### src/rtl/mem_port_access_defs.svh
`ifndef MEM_PORT_ACCESS_DEFS_SVH
`define MEM_PORT_ACCESS_DEFS_SVH

// ************************************************************
// Register byte addresses
// ************************************************************
`define ADDR_INSTR_TIGHT_MEM_CTRL 32'hE000EF90
`define ADDR_DATA_TIGHT_MEM_CTRL 32'hE000EF94
`define ADDR_PERIPH_PORT_CTRL 32'hE000EF98
`define ADDR_CACHE_CTRL 32'hE000EF9C
`define ADDR_SLAVE_PORT_PRIORITY_CTRL 32'hE000EFA0
`define ADDR_AUX_BUS_FAULT_STATUS 32'hE000EFA8

// ************************************************************
// Field positions
// ************************************************************
`define TM_SIZE_MSB 6
`define TM_SIZE_LSB 3
`define TM_RETRY_BIT 2
`define TM_RMW_BIT 1
`define TM_ENABLE_BIT 0
`define PP_SIZE_MSB 3
`define PP_SIZE_LSB 1
`define PP_ENABLE_BIT 0
`define CC_FORCE_WT_BIT 2
`define CC_ECC_DIS_BIT 1
`define CC_SHARED_WT_BIT 0
`define SP_INIT_COUNT_MSB 15
`define SP_INIT_COUNT_LSB 11
`define SP_CTL_MSB 1
`define SP_CTL_LSB 0
`define AF_VALID_MSB 9
`define AF_STICKY_MSB 4

// ************************************************************
// Size codes and reset values
// ************************************************************
`define TM_SIZE_ABSENT 4'h0
`define TM_SIZE_MIN 4'h3
`define TM_SIZE_MAX 4'hF
`define PP_SIZE_MIN 3'h1
`define PP_SIZE_MAX 3'h4
`define CACHE_CTRL_RST_ECC 32'h00000000
`define CACHE_CTRL_RST_NO_ECC 32'h00000002
`define SLAVE_PRIO_RST 32'h00000000
`define AUX_FAULT_RST 32'h00000000

`endif

### src/rtl/mem_port_access_pkg.sv
package mem_port_access_pkg;
  typedef enum logic [1:0] {
    ROUTE_TIGHT = 2'h1,
    ROUTE_AXI = 2'h2
  } route_t;
  typedef logic [31:0] word_t;
endpackage : mem_port_access_pkg

### src/rtl/tight_mem_ctrl_reg.sv
`timescale 1ns/1ps
`default_nettype none
`include "mem_port_access_defs.svh"
module tight_mem_ctrl_reg
  import mem_port_access_pkg::*;
(
  input wire logic sys_clk,
  input wire logic rst_n,
  input wire logic [3:0] size_code,
  input wire logic init_enable,
  input wire logic init_retry,
  input wire logic init_rmw,
  input wire logic wr_en,
  input wire mem_port_access_pkg::word_t wr_data,
  output mem_port_access_pkg::word_t rd_data,
  output logic enable,
  output logic retry_enable,
  output logic read_modify_write_enable
);
  // Straps load through a clocked reset, never an async one
  always_ff @(posedge sys_clk)
  begin
    if (!rst_n)
    begin
      enable <= init_enable;
      retry_enable <= init_retry;
      read_modify_write_enable <= init_rmw;
    end
    else if (wr_en)
    begin
      enable <= wr_data[`TM_ENABLE_BIT];
      retry_enable <= wr_data[`TM_RETRY_BIT];
      read_modify_write_enable <= wr_data[`TM_RMW_BIT];
    end
  end

  always_comb
  begin
    rd_data = '0;
    rd_data[`TM_SIZE_MSB:`TM_SIZE_LSB] = size_code;
    rd_data[`TM_RETRY_BIT] = retry_enable;
    rd_data[`TM_RMW_BIT] = read_modify_write_enable;
    rd_data[`TM_ENABLE_BIT] = enable;
  end
endmodule : tight_mem_ctrl_reg
`default_nettype wire

### src/rtl/access_router.sv
`timescale 1ns/1ps
`default_nettype none
module access_router
  import mem_port_access_pkg::*;
(
  input wire logic sys_clk,
  input wire logic rst_n,
  input wire logic req_valid,
  input wire logic region_hit,
  input wire logic port_enable,
  output logic route_valid,
  output mem_port_access_pkg::route_t route
);
  // Registered route so top outputs come from flip-flops
  always_ff @(posedge sys_clk)
  begin
    if (!rst_n)
    begin
      route_valid <= 1'b0;
      route <= ROUTE_AXI;
    end
    else
    begin
      route_valid <= req_valid && region_hit;
      route <= port_enable ? ROUTE_TIGHT : ROUTE_AXI;
    end
  end
endmodule : access_router
`default_nettype wire

### src/rtl/memory_port_access_control.sv
// Summary of operation
// - Memory control registers show read-only four-bit size code at bits 6:3.
// - Retry enable bit 2 makes the memory port honour retry.
// - Read-modify-write bit 1 turns sub-chunk writes into read-modify-write.
// - Enable bit 0 clear sends that memory region's accesses to AXI.
// - Separate, identically laid out registers for instruction and data memory.
// - Memory enable bits reset from external strap inputs.
// - Retry and read-modify-write bits reset from external strap inputs.
// - Peripheral port register shows read-only three-bit size at bits 3:1.
// - Peripheral port enable clear sends its accesses to AXI.
// - Peripheral port enable bit resets from an external strap input.
// - Cache control resets to zero with ECC, else 0x2.
`timescale 1ns/1ps
`default_nettype none
`include "mem_port_access_defs.svh"
module memory_port_access_control
  import mem_port_access_pkg::*;
#(
  parameter bit CACHE_ECC_PRESENT = 1'b1,
  parameter bit DATA_CACHE_PRESENT = 1'b1,
  parameter logic [3:0] INSTR_SIZE_CODE = 4'h3,
  parameter logic [3:0] DATA_SIZE_CODE = 4'h3,
  parameter logic [2:0] PERIPH_SIZE_CODE = 3'h1
)
(
  input wire logic sys_clk,
  input wire logic rst_n,
  input wire logic init_instr_enable,
  input wire logic init_instr_retry,
  input wire logic init_instr_rmw,
  input wire logic init_data_enable,
  input wire logic init_data_retry,
  input wire logic init_data_rmw,
  input wire logic init_periph_enable,
  input wire logic reg_sel,
  input wire logic reg_write,
  input wire logic reg_privileged,
  input wire logic [31:0] reg_addr,
  input wire logic [31:0] reg_wdata,
  input wire logic [4:0] async_fault,
  input wire logic [1:0] axi_fault_type,
  input wire logic instr_req,
  input wire logic instr_hit,
  input wire logic data_req,
  input wire logic data_hit,
  input wire logic periph_req,
  output logic [31:0] reg_rdata,
  output logic reg_error,
  output logic instr_route_valid,
  output mem_port_access_pkg::route_t instr_route,
  output logic data_route_valid,
  output mem_port_access_pkg::route_t data_route,
  output logic periph_route_valid,
  output mem_port_access_pkg::route_t periph_route,
  output logic instr_retry_enable,
  output logic instr_rmw_enable,
  output logic data_retry_enable,
  output logic data_rmw_enable,
  output logic force_write_through,
  output logic ecc_disable,
  output logic shared_write_through,
  output logic [4:0] prio_init_count,
  output logic [1:0] prio_control
);
  import mem_port_access_pkg::*;

  // ************************************************************
  // Access decode
  // ************************************************************
  function automatic logic addr_is(input logic [31:0] a, input logic [31:0] target);
    addr_is = (a == target);
  endfunction : addr_is

  logic access_ok;
  logic wr_ok;
  logic hit_instr;
  logic hit_data;
  logic hit_periph;
  logic hit_cache;
  logic hit_prio;
  logic hit_fault;
  logic hit_any;

  // Unprivileged accesses see nothing and change nothing
  assign access_ok = reg_sel && reg_privileged;
  assign wr_ok = access_ok && reg_write;
  assign hit_instr = addr_is(reg_addr, `ADDR_INSTR_TIGHT_MEM_CTRL);
  assign hit_data = addr_is(reg_addr, `ADDR_DATA_TIGHT_MEM_CTRL);
  assign hit_periph = addr_is(reg_addr, `ADDR_PERIPH_PORT_CTRL);
  assign hit_cache = addr_is(reg_addr, `ADDR_CACHE_CTRL);
  assign hit_prio = addr_is(reg_addr, `ADDR_SLAVE_PORT_PRIORITY_CTRL);
  assign hit_fault = addr_is(reg_addr, `ADDR_AUX_BUS_FAULT_STATUS);
  assign hit_any = hit_instr | hit_data | hit_periph | hit_cache | hit_prio | hit_fault;

  // ************************************************************
  // Tightly coupled memory control
  // ************************************************************
  word_t instr_rd;
  word_t data_rd;
  logic instr_enable;
  logic data_enable;

  tight_mem_ctrl_reg u_instr_ctrl (
    .sys_clk(sys_clk),
    .rst_n(rst_n),
    .size_code(INSTR_SIZE_CODE),
    .init_enable(init_instr_enable),
    .init_retry(init_instr_retry),
    .init_rmw(init_instr_rmw),
    .wr_en(wr_ok && hit_instr),
    .wr_data(reg_wdata),
    .rd_data(instr_rd),
    .enable(instr_enable),
    .retry_enable(instr_retry_enable),
    .read_modify_write_enable(instr_rmw_enable)
  );

  tight_mem_ctrl_reg u_data_ctrl (
    .sys_clk(sys_clk),
    .rst_n(rst_n),
    .size_code(DATA_SIZE_CODE),
    .init_enable(init_data_enable),
    .init_retry(init_data_retry),
    .init_rmw(init_data_rmw),
    .wr_en(wr_ok && hit_data),
    .wr_data(reg_wdata),
    .rd_data(data_rd),
    .enable(data_enable),
    .retry_enable(data_retry_enable),
    .read_modify_write_enable(data_rmw_enable)
  );

  // ************************************************************
  // Peripheral port control
  // ************************************************************
  logic periph_enable;

  always_ff @(posedge sys_clk)
  begin
    if (!rst_n)
      periph_enable <= init_periph_enable;
    else if (wr_ok && hit_periph)
      periph_enable <= reg_wdata[`PP_ENABLE_BIT];
  end

  // ************************************************************
  // Cache control
  // ************************************************************
  logic cache_ecc_dis;
  // Literals cannot be bit-selected, so reset words are named first
  localparam word_t CACHE_RST = CACHE_ECC_PRESENT ? `CACHE_CTRL_RST_ECC : `CACHE_CTRL_RST_NO_ECC;

  always_ff @(posedge sys_clk)
  begin
    if (!rst_n)
    begin
      cache_ecc_dis <= CACHE_RST[`CC_ECC_DIS_BIT];
      force_write_through <= CACHE_RST[`CC_FORCE_WT_BIT];
      shared_write_through <= CACHE_RST[`CC_SHARED_WT_BIT];
    end
    else if (wr_ok && hit_cache)
    begin
      // Without ECC the disable bit is stuck at one
      if (CACHE_ECC_PRESENT)
        cache_ecc_dis <= reg_wdata[`CC_ECC_DIS_BIT];
      force_write_through <= DATA_CACHE_PRESENT && reg_wdata[`CC_FORCE_WT_BIT];
      shared_write_through <= DATA_CACHE_PRESENT && reg_wdata[`CC_SHARED_WT_BIT];
    end
  end

  always_ff @(posedge sys_clk)
  begin
    if (!rst_n)
      ecc_disable <= 1'b0;
    else
      ecc_disable <= cache_ecc_dis;
  end

  // ************************************************************
  // Slave priority control
  // ************************************************************
  localparam word_t PRIO_RST = `SLAVE_PRIO_RST;

  always_ff @(posedge sys_clk)
  begin
    if (!rst_n)
    begin
      prio_init_count <= PRIO_RST[`SP_INIT_COUNT_MSB:`SP_INIT_COUNT_LSB];
      prio_control <= PRIO_RST[`SP_CTL_MSB:`SP_CTL_LSB];
    end
    else if (wr_ok && hit_prio)
    begin
      prio_init_count <= reg_wdata[`SP_INIT_COUNT_MSB:`SP_INIT_COUNT_LSB];
      prio_control <= reg_wdata[`SP_CTL_MSB:`SP_CTL_LSB];
    end
  end

  // ************************************************************
  // Auxiliary fault status
  // ************************************************************
  logic [4:0] fault_sticky;
  logic [1:0] fault_axi_type;
  localparam word_t FAULT_RST = `AUX_FAULT_RST;

  // A fault arriving with the clearing write is kept: set wins
  always_ff @(posedge sys_clk)
  begin
    if (!rst_n)
    begin
      fault_sticky <= FAULT_RST[`AF_STICKY_MSB:0];
      fault_axi_type <= FAULT_RST[`AF_VALID_MSB:`AF_VALID_MSB - 1];
    end
    else
    begin
      fault_sticky <= ((wr_ok && hit_fault) ? 5'h00 : fault_sticky) | async_fault;
      if (async_fault[3])
        fault_axi_type <= axi_fault_type;
    end
  end

  // ************************************************************
  // Read path
  // ************************************************************
  word_t next_rdata;

  always_comb
  begin
    next_rdata = '0;
    if (hit_instr)
      next_rdata = instr_rd;
    else if (hit_data)
      next_rdata = data_rd;
    else if (hit_periph)
    begin
      next_rdata[`PP_SIZE_MSB:`PP_SIZE_LSB] = PERIPH_SIZE_CODE;
      next_rdata[`PP_ENABLE_BIT] = periph_enable;
    end
    else if (hit_cache)
    begin
      next_rdata[`CC_FORCE_WT_BIT] = force_write_through;
      next_rdata[`CC_ECC_DIS_BIT] = cache_ecc_dis;
      next_rdata[`CC_SHARED_WT_BIT] = shared_write_through;
    end
    else if (hit_prio)
    begin
      next_rdata[`SP_INIT_COUNT_MSB:`SP_INIT_COUNT_LSB] = prio_init_count;
      next_rdata[`SP_CTL_MSB:`SP_CTL_LSB] = prio_control;
    end
    else if (hit_fault)
    begin
      next_rdata[`AF_VALID_MSB:`AF_VALID_MSB - 1] = fault_axi_type;
      next_rdata[`AF_STICKY_MSB:0] = fault_sticky;
    end
  end

  always_ff @(posedge sys_clk)
  begin
    if (!rst_n)
    begin
      reg_rdata <= 32'h00000000;
      reg_error <= 1'b0;
    end
    else
    begin
      reg_rdata <= (access_ok && !reg_write) ? next_rdata : 32'h00000000;
      reg_error <= reg_sel && !(reg_privileged && hit_any);
    end
  end

  // ************************************************************
  // Access steering
  // ************************************************************
  access_router u_instr_route (
    .sys_clk(sys_clk),
    .rst_n(rst_n),
    .req_valid(instr_req),
    .region_hit(instr_hit),
    .port_enable(instr_enable),
    .route_valid(instr_route_valid),
    .route(instr_route)
  );

  access_router u_data_route (
    .sys_clk(sys_clk),
    .rst_n(rst_n),
    .req_valid(data_req),
    .region_hit(data_hit),
    .port_enable(data_enable),
    .route_valid(data_route_valid),
    .route(data_route)
  );

  access_router u_periph_route (
    .sys_clk(sys_clk),
    .rst_n(rst_n),
    .req_valid(periph_req),
    .region_hit(1'b1),
    .port_enable(periph_enable),
    .route_valid(periph_route_valid),
    .route(periph_route)
  );
endmodule : memory_port_access_control
`default_nettype wire

### config.mk
export PLATFORM = sky130hd
export DESIGN_NAME = memory_port_access_control
export DESIGN_NICKNAME = d
export VERILOG_FILES = /design/src/rtl/mem_port_access_pkg.sv /design/src/rtl/tight_mem_ctrl_reg.sv /design/src/rtl/access_router.sv /design/src/rtl/memory_port_access_control.sv
export VERILOG_INCLUDE_DIRS = /design/src /design/src/rtl
export SDC_FILE = /design/constraint.sdc
export NUM_CORES = 1
export LEC_CHECK = 0
export BUFFER_PORTS_ARGS = -buffer_cell sky130_fd_sc_hd__buf_2
export CAP_MARGIN = 5
export CELL_PAD_IN_SITES_DETAIL_PLACEMENT = 1
export CELL_PAD_IN_SITES_GLOBAL_PLACEMENT = 1
export CORE_UTILIZATION = 31
export CTS_BUF_LIST = sky130_fd_sc_hd__clkbuf_16
export CTS_CLUSTER_DIAMETER = 120
export CTS_CLUSTER_SIZE = 12
export DETAILED_ROUTE_END_ITERATION = 12
export PLACE_DENSITY = 0.93
export SLEW_MARGIN = 20
export SYNTH_ARGS = -nofsm -noshare
export SYNTH_HDL_FRONTEND = slang
export SYNTH_SLANG_ARGS = --single-unit
### constraint.sdc
create_clock -name sys_clk -period 6.14 [get_ports sys_clk]
set_input_delay 1.228 -clock sys_clk [delete_from_list [all_inputs] [get_ports sys_clk]]
set_output_delay 1.228 -clock sys_clk [all_outputs]
set_load 0.05 [all_outputs]
* Word-level counts from Yosys, hierarchy flattened
Cells that the tools add are included.
Storage, ports and cells: register bits after elaboration 67, bits of input ports 88, output and inout bits 56
Operators by class: eq/ne operators 9, mux-type cells 27, bitwise logic cells 10, reductions and logical operators 18
Operators with widths (number):
- == test 32 bit (second input constant) | 6
- 2-to-1 mux 5 bit | 4
- 2-to-1 mux 1 bit | 15
- logical AND 1 bit | 13
- 2-to-1 mux 2 bit | 5
- OR reduction 8 bit | 1
- OR reduction 7 bit | 1
- 2-to-1 mux 3 bit | 2
- != test 2 x 1 -> 1 bit (second input constant) | 3
- bitwise OR 1 bit | 5
- bitwise OR 5 bit | 1
- 2-to-1 mux 4 bit | 1
- inverter 1 bit | 4
- logical NOT 1 bit | 2
- AND reduction 2 bit | 1

* Logic depth before layout (Yosys ltp)
word-level depth 9, gate-level depth with buffers 6, mapped depth without buffers 5

* Hierarchy
From an unflattened synthesis, not the netlist that was laid out.
Second synthesis, totals: cells, all modules 331, area, all modules 3450.8 µm²
By module, submodules not included:
- memory_port_access_control | times used 1, cells an instance 233, area each 2469.9 µm²
- tight_mem_ctrl_reg | times used 2, cells an instance 40, area each 374.1 µm²
- access_router | times used 3, cells an instance 6, area each 77.6 µm²

* Worst setup path before layout
Ideal clock, no wire load.
path type input-to-reg, start input port reg_addr[12], end register u_instr_ctrl.enable, enable pin, arrival time 2.729 ns, required time 5.785 ns, path slack 3.056 ns, cell stages on the path 6, buffers on the path 1, path through or4_4 -> nor4_4 -> and2_1 -> buf_6 -> nand2_4 -> o31ai_1
On the way: cells in the longest elaborated chain, start to end 3
RTL lines:
- start: declaration | line memory_port_access_control.sv:38 | input wire logic [31:0] reg_addr,
- == test 32 bit | line memory_port_access_control.sv:71 | addr_is = (a == target);
- logical AND 1 bit | line memory_port_access_control.sv:110 | .wr_en(wr_ok && hit_instr),
- != test 2 x 1 -> 1 bit (no source line)
- end signal: assignment | line tight_mem_ctrl_reg.sv:25 | enable <= init_enable;
- end signal: assignment | line tight_mem_ctrl_reg.sv:31 | enable <= wr_data[`TM_ENABLE_BIT];
- end: declaration | line tight_mem_ctrl_reg.sv:16 | output logic enable,
No other way between the ends. A chain may end at the register's enable or synchronous reset.

* Worst setup path after layout
start input port reg_addr[12], end register u_instr_ctrl.read_modify_write_enable, enable pin
On the way: cells in the longest elaborated chain, start to end 3
RTL lines:
- == test 32 bit | line memory_port_access_control.sv:71
- logical AND 1 bit | line memory_port_access_control.sv:110
- != test 2 x 1 -> 1 bit (no source line)
- end signal: assignment | line tight_mem_ctrl_reg.sv:27 | read_modify_write_enable <= init_rmw;
- end signal: assignment | line tight_mem_ctrl_reg.sv:33 | read_modify_write_enable <= wr_data[`TM_RMW_BIT];
- end: declaration | line tight_mem_ctrl_reg.sv:18 | output logic read_modify_write_enable
No other way between the ends.

==> summary.md <==
| Metric | Value |
|---|---|
| Status | finished, violations left |
| Failing checks | design-rule violations |
| CTS hold repair buffers | 0 |
| Pwr dens | between 200 and 300 nW/um^2 |
| Clk root buf | clkbuf_16 |
| Die Area | 7170 sq um |
| Diodes inserted | 0 |
| Most common cell in the synthesized netlist | dfxtp_1 |
| Core ar. | roughly 6500 sq um |
| Non-filler cells, final | 398 |
| DRC viols | 7 |
| Maximum buffer depth of the clock tree | 2 |
| Power consumption | 703 uW |
| Post-Syn Area per Cell | approximately 9.4 sq um |
| Tcrit/Tclk final | 0.530 |
| Worst Max-Slew Pin Slew | slightly above 0.7 ns |
| Hold Path Class | reg -> reg |
| Leakage Power | 1.40 nW |
| Reg2reg start | shared_write_through |
| Area delta synth->final | 28.7% |
| Clk sink count | 47 |
| FF+latch count, synth | 47 |
| Achievable frequency | 0.308 GHz |
| Initial DRC count | 42 |
| Post-cts sizing count | 0 |
| CTS tree | done |
| Slew headroom | 0.528 |
| Nets | 408 |
| Row cnt | 29 |
| Worst-path clk slew | about 0.060 ns |
| Share of the yosys chip area belonging to registers | 0.477 |
| TritonCTS buffer count | 5 |
| Minimum clock period | 3.25 ns |
| Gate Count Post-Synth | 225 |
| GRT Total Usage | 0.159 |
| Post-synth top area cell | dfxtp_1 |
| Final hold vios | 0 |
| Later-pin clock latency in the skew report | 0.28 ns |
| Peak VDD IR | 0.115 mV |
| Cells after DPL | 390 |
| Hpwl dp | 4.51 mm |
| Fin util | 0.422 |
| DIE HEIGHT | 84.7 um |
| Via count | 1892 |
| Port Buf Inserts | 99 |
| Average routed wire per standard cell | approximately 14 um |
| First-pass GRT wire length | 8.94 mm |
| Synth cell count leaders | 40 x dfxtp_1, 25 x nand2_1, 21 x buf_4, 14 x o21ai_0 |
| Ranking of synthesized cells by area | dfxtp_1 38%, edfxtp_1 9.9%, buf_4 7.4% |
| Total wire length | 5.64 mm |
| Prevailing post-synth register cell | dfxtp_1 |
| H-tree Lvls | 2 |
| Post-route cell area | 2730 sq um |
| Antenna-violating nets left | 0 |
| Fillers | between 800 and 900 |
| Pre-CTS setup slack | 2.54 ns |
| Number of global-route vias before repair | between 1500 and 2000 |
| Synth warn | 0 |
| Crit path arrival time | about 3.2 ns |
| Detail-routed via count per cell | roughly 4.8 |
| Final WS setup | 2.89 ns |
| Worst setup EP type | flop |
| Max cap viols | 0 |
| Crit path required time | 6.06 ns |
| GPL Wtd Cong | 0.800 |
| Setup TNS | 0 ns |
| DRT Pass-1 Iters | 8 |
| CP Launch Type | input pin |
| Library cells used by synthesis | 42 |
| Synth top area share | 0.378 |
| Initial antenna violation count | 0 |
| DIE WIDTH | 84.7 um |
| Synthesized cell area | 2120 sq um |
| EDFF count, synth | 7 |
| Post-DP Area | around 2600 sq um |
| RSZ-0062 raised after global routing | no |
| CP Max Fanout | 6 |
| Layout Skew | 0.00468 ns |
| Final Setup Violations | 0 |
| Initial Util | 0.328 |
| Asr flop ratio synth | 0 |
| Largest net degree at the start of global routing | 44 |
| Hold_sp | cache_ecc_dis |
| Overflow after GRT | 0 |
| Post-CTS Setup Inserts | 0 |
| Layout cell share with drive strength beyond 1 | 0.358 |
| Kind of critical path | in -> reg |
| Io pins | roughly 140 |
| Final Slew Violations | 0 |
| Setup crit start | reg_addr[12] |
| Hold Slack | about 0.47 ns |
routing by layer:
layer	track usage	wire length, um	vias up
li1	-	-	923
met1	0.168	2230	893
met2	0.316	3030	69
met3	0.0324	302	7
met4	0.0431	70	0
met5	0	0	-
layout make-up:
class,count,area [sq um],area share
Multi-Input combinational cell,154,932,0.342
Clock inverter,3,18.8,0.00688
Inverter,13,48.8,0.0179
Sequential cell,47,1010,0.371
Timing Repair Buffer,99,495,0.182
Tap cell,77,96.3,0.0353
Clock buffer,5,125,0.0459
worst paths after layout:
check        slack (ns)                               endpoint  depth (start not counted)
max                2.89  u_instr_ctrl.read_modify_write_enable                          6
min                0.47                            ecc_disable                          2
max reg2reg        4.60                           reg_rdata[0]                          5
min reg2reg        0.47                            ecc_disable                          2
layout by cell type, fill, tap and decap left out, types with 2 or more instances in the layout:
| cell type | count |
|---|---|
| a21oi_1 | 10 |
| and2_1 | 10 |
| and3_1 | 8 |
| buf_2 | 99 |
| clkbuf_16 | 5 |
| conb_1 | 20 |
| dfxtp_1 | 40 |
| edfxtp_1 | 7 |
| inv_1 | 13 |
| mux2i_1 | 12 |
| nand2_1 | 25 |
| nand2_2 | 2 |
| nand2_4 | 2 |
| nand3_1 | 4 |
| nand4_1 | 2 |
| nand4b_1 | 4 |
| nand4bb_1 | 2 |
| nor2_1 | 13 |
| nor2b_1 | 3 |
| o21ai_0 | 14 |
| o32a_1 | 2 |
| or4_1 | 2 |
registers in the layout, indices dropped and copies added (netlist names), 2 cells and up:
| signal | flops |
|---|---|
| prio_init_count | 5 |
| u_periph_route.route | 2 |
| reg_rdata | 12 |
| u_data_route.route | 2 |
| u_instr_route.route | 2 |
| prio_control | 2 |
| fault_sticky | 5 |
| fault_axi_type | 2 |
report_power, final:
part	switching (mW)	internal, mW
Combinational	0.0783	0.0291
Clock	0.116	0.150
Sequential	0.00489	0.325
cells by family after synthesis:
| kind of cell | count (synthesis) | synth area share |
|---|---|---|
| AOI/OAI and AO/OA | 36 | 0.109 |
| buffers and inverters | 43 | 0.117 |
| DFF | 47 | 0.477 |
| muxes | 13 | 0.0620 |
| other | 1 | 0.00177 |
| and+or+nand+nor | 85 | 0.233 |
worst max-delay path, cell delays in order:
cell,delay (ns)
buf_2,0.09
or4_4,0.54
nor4_4,0.32
and2_1,0.35
nand2_4,0.09
o31ai_1,0.55
Power figures use the tool's default switching activity.
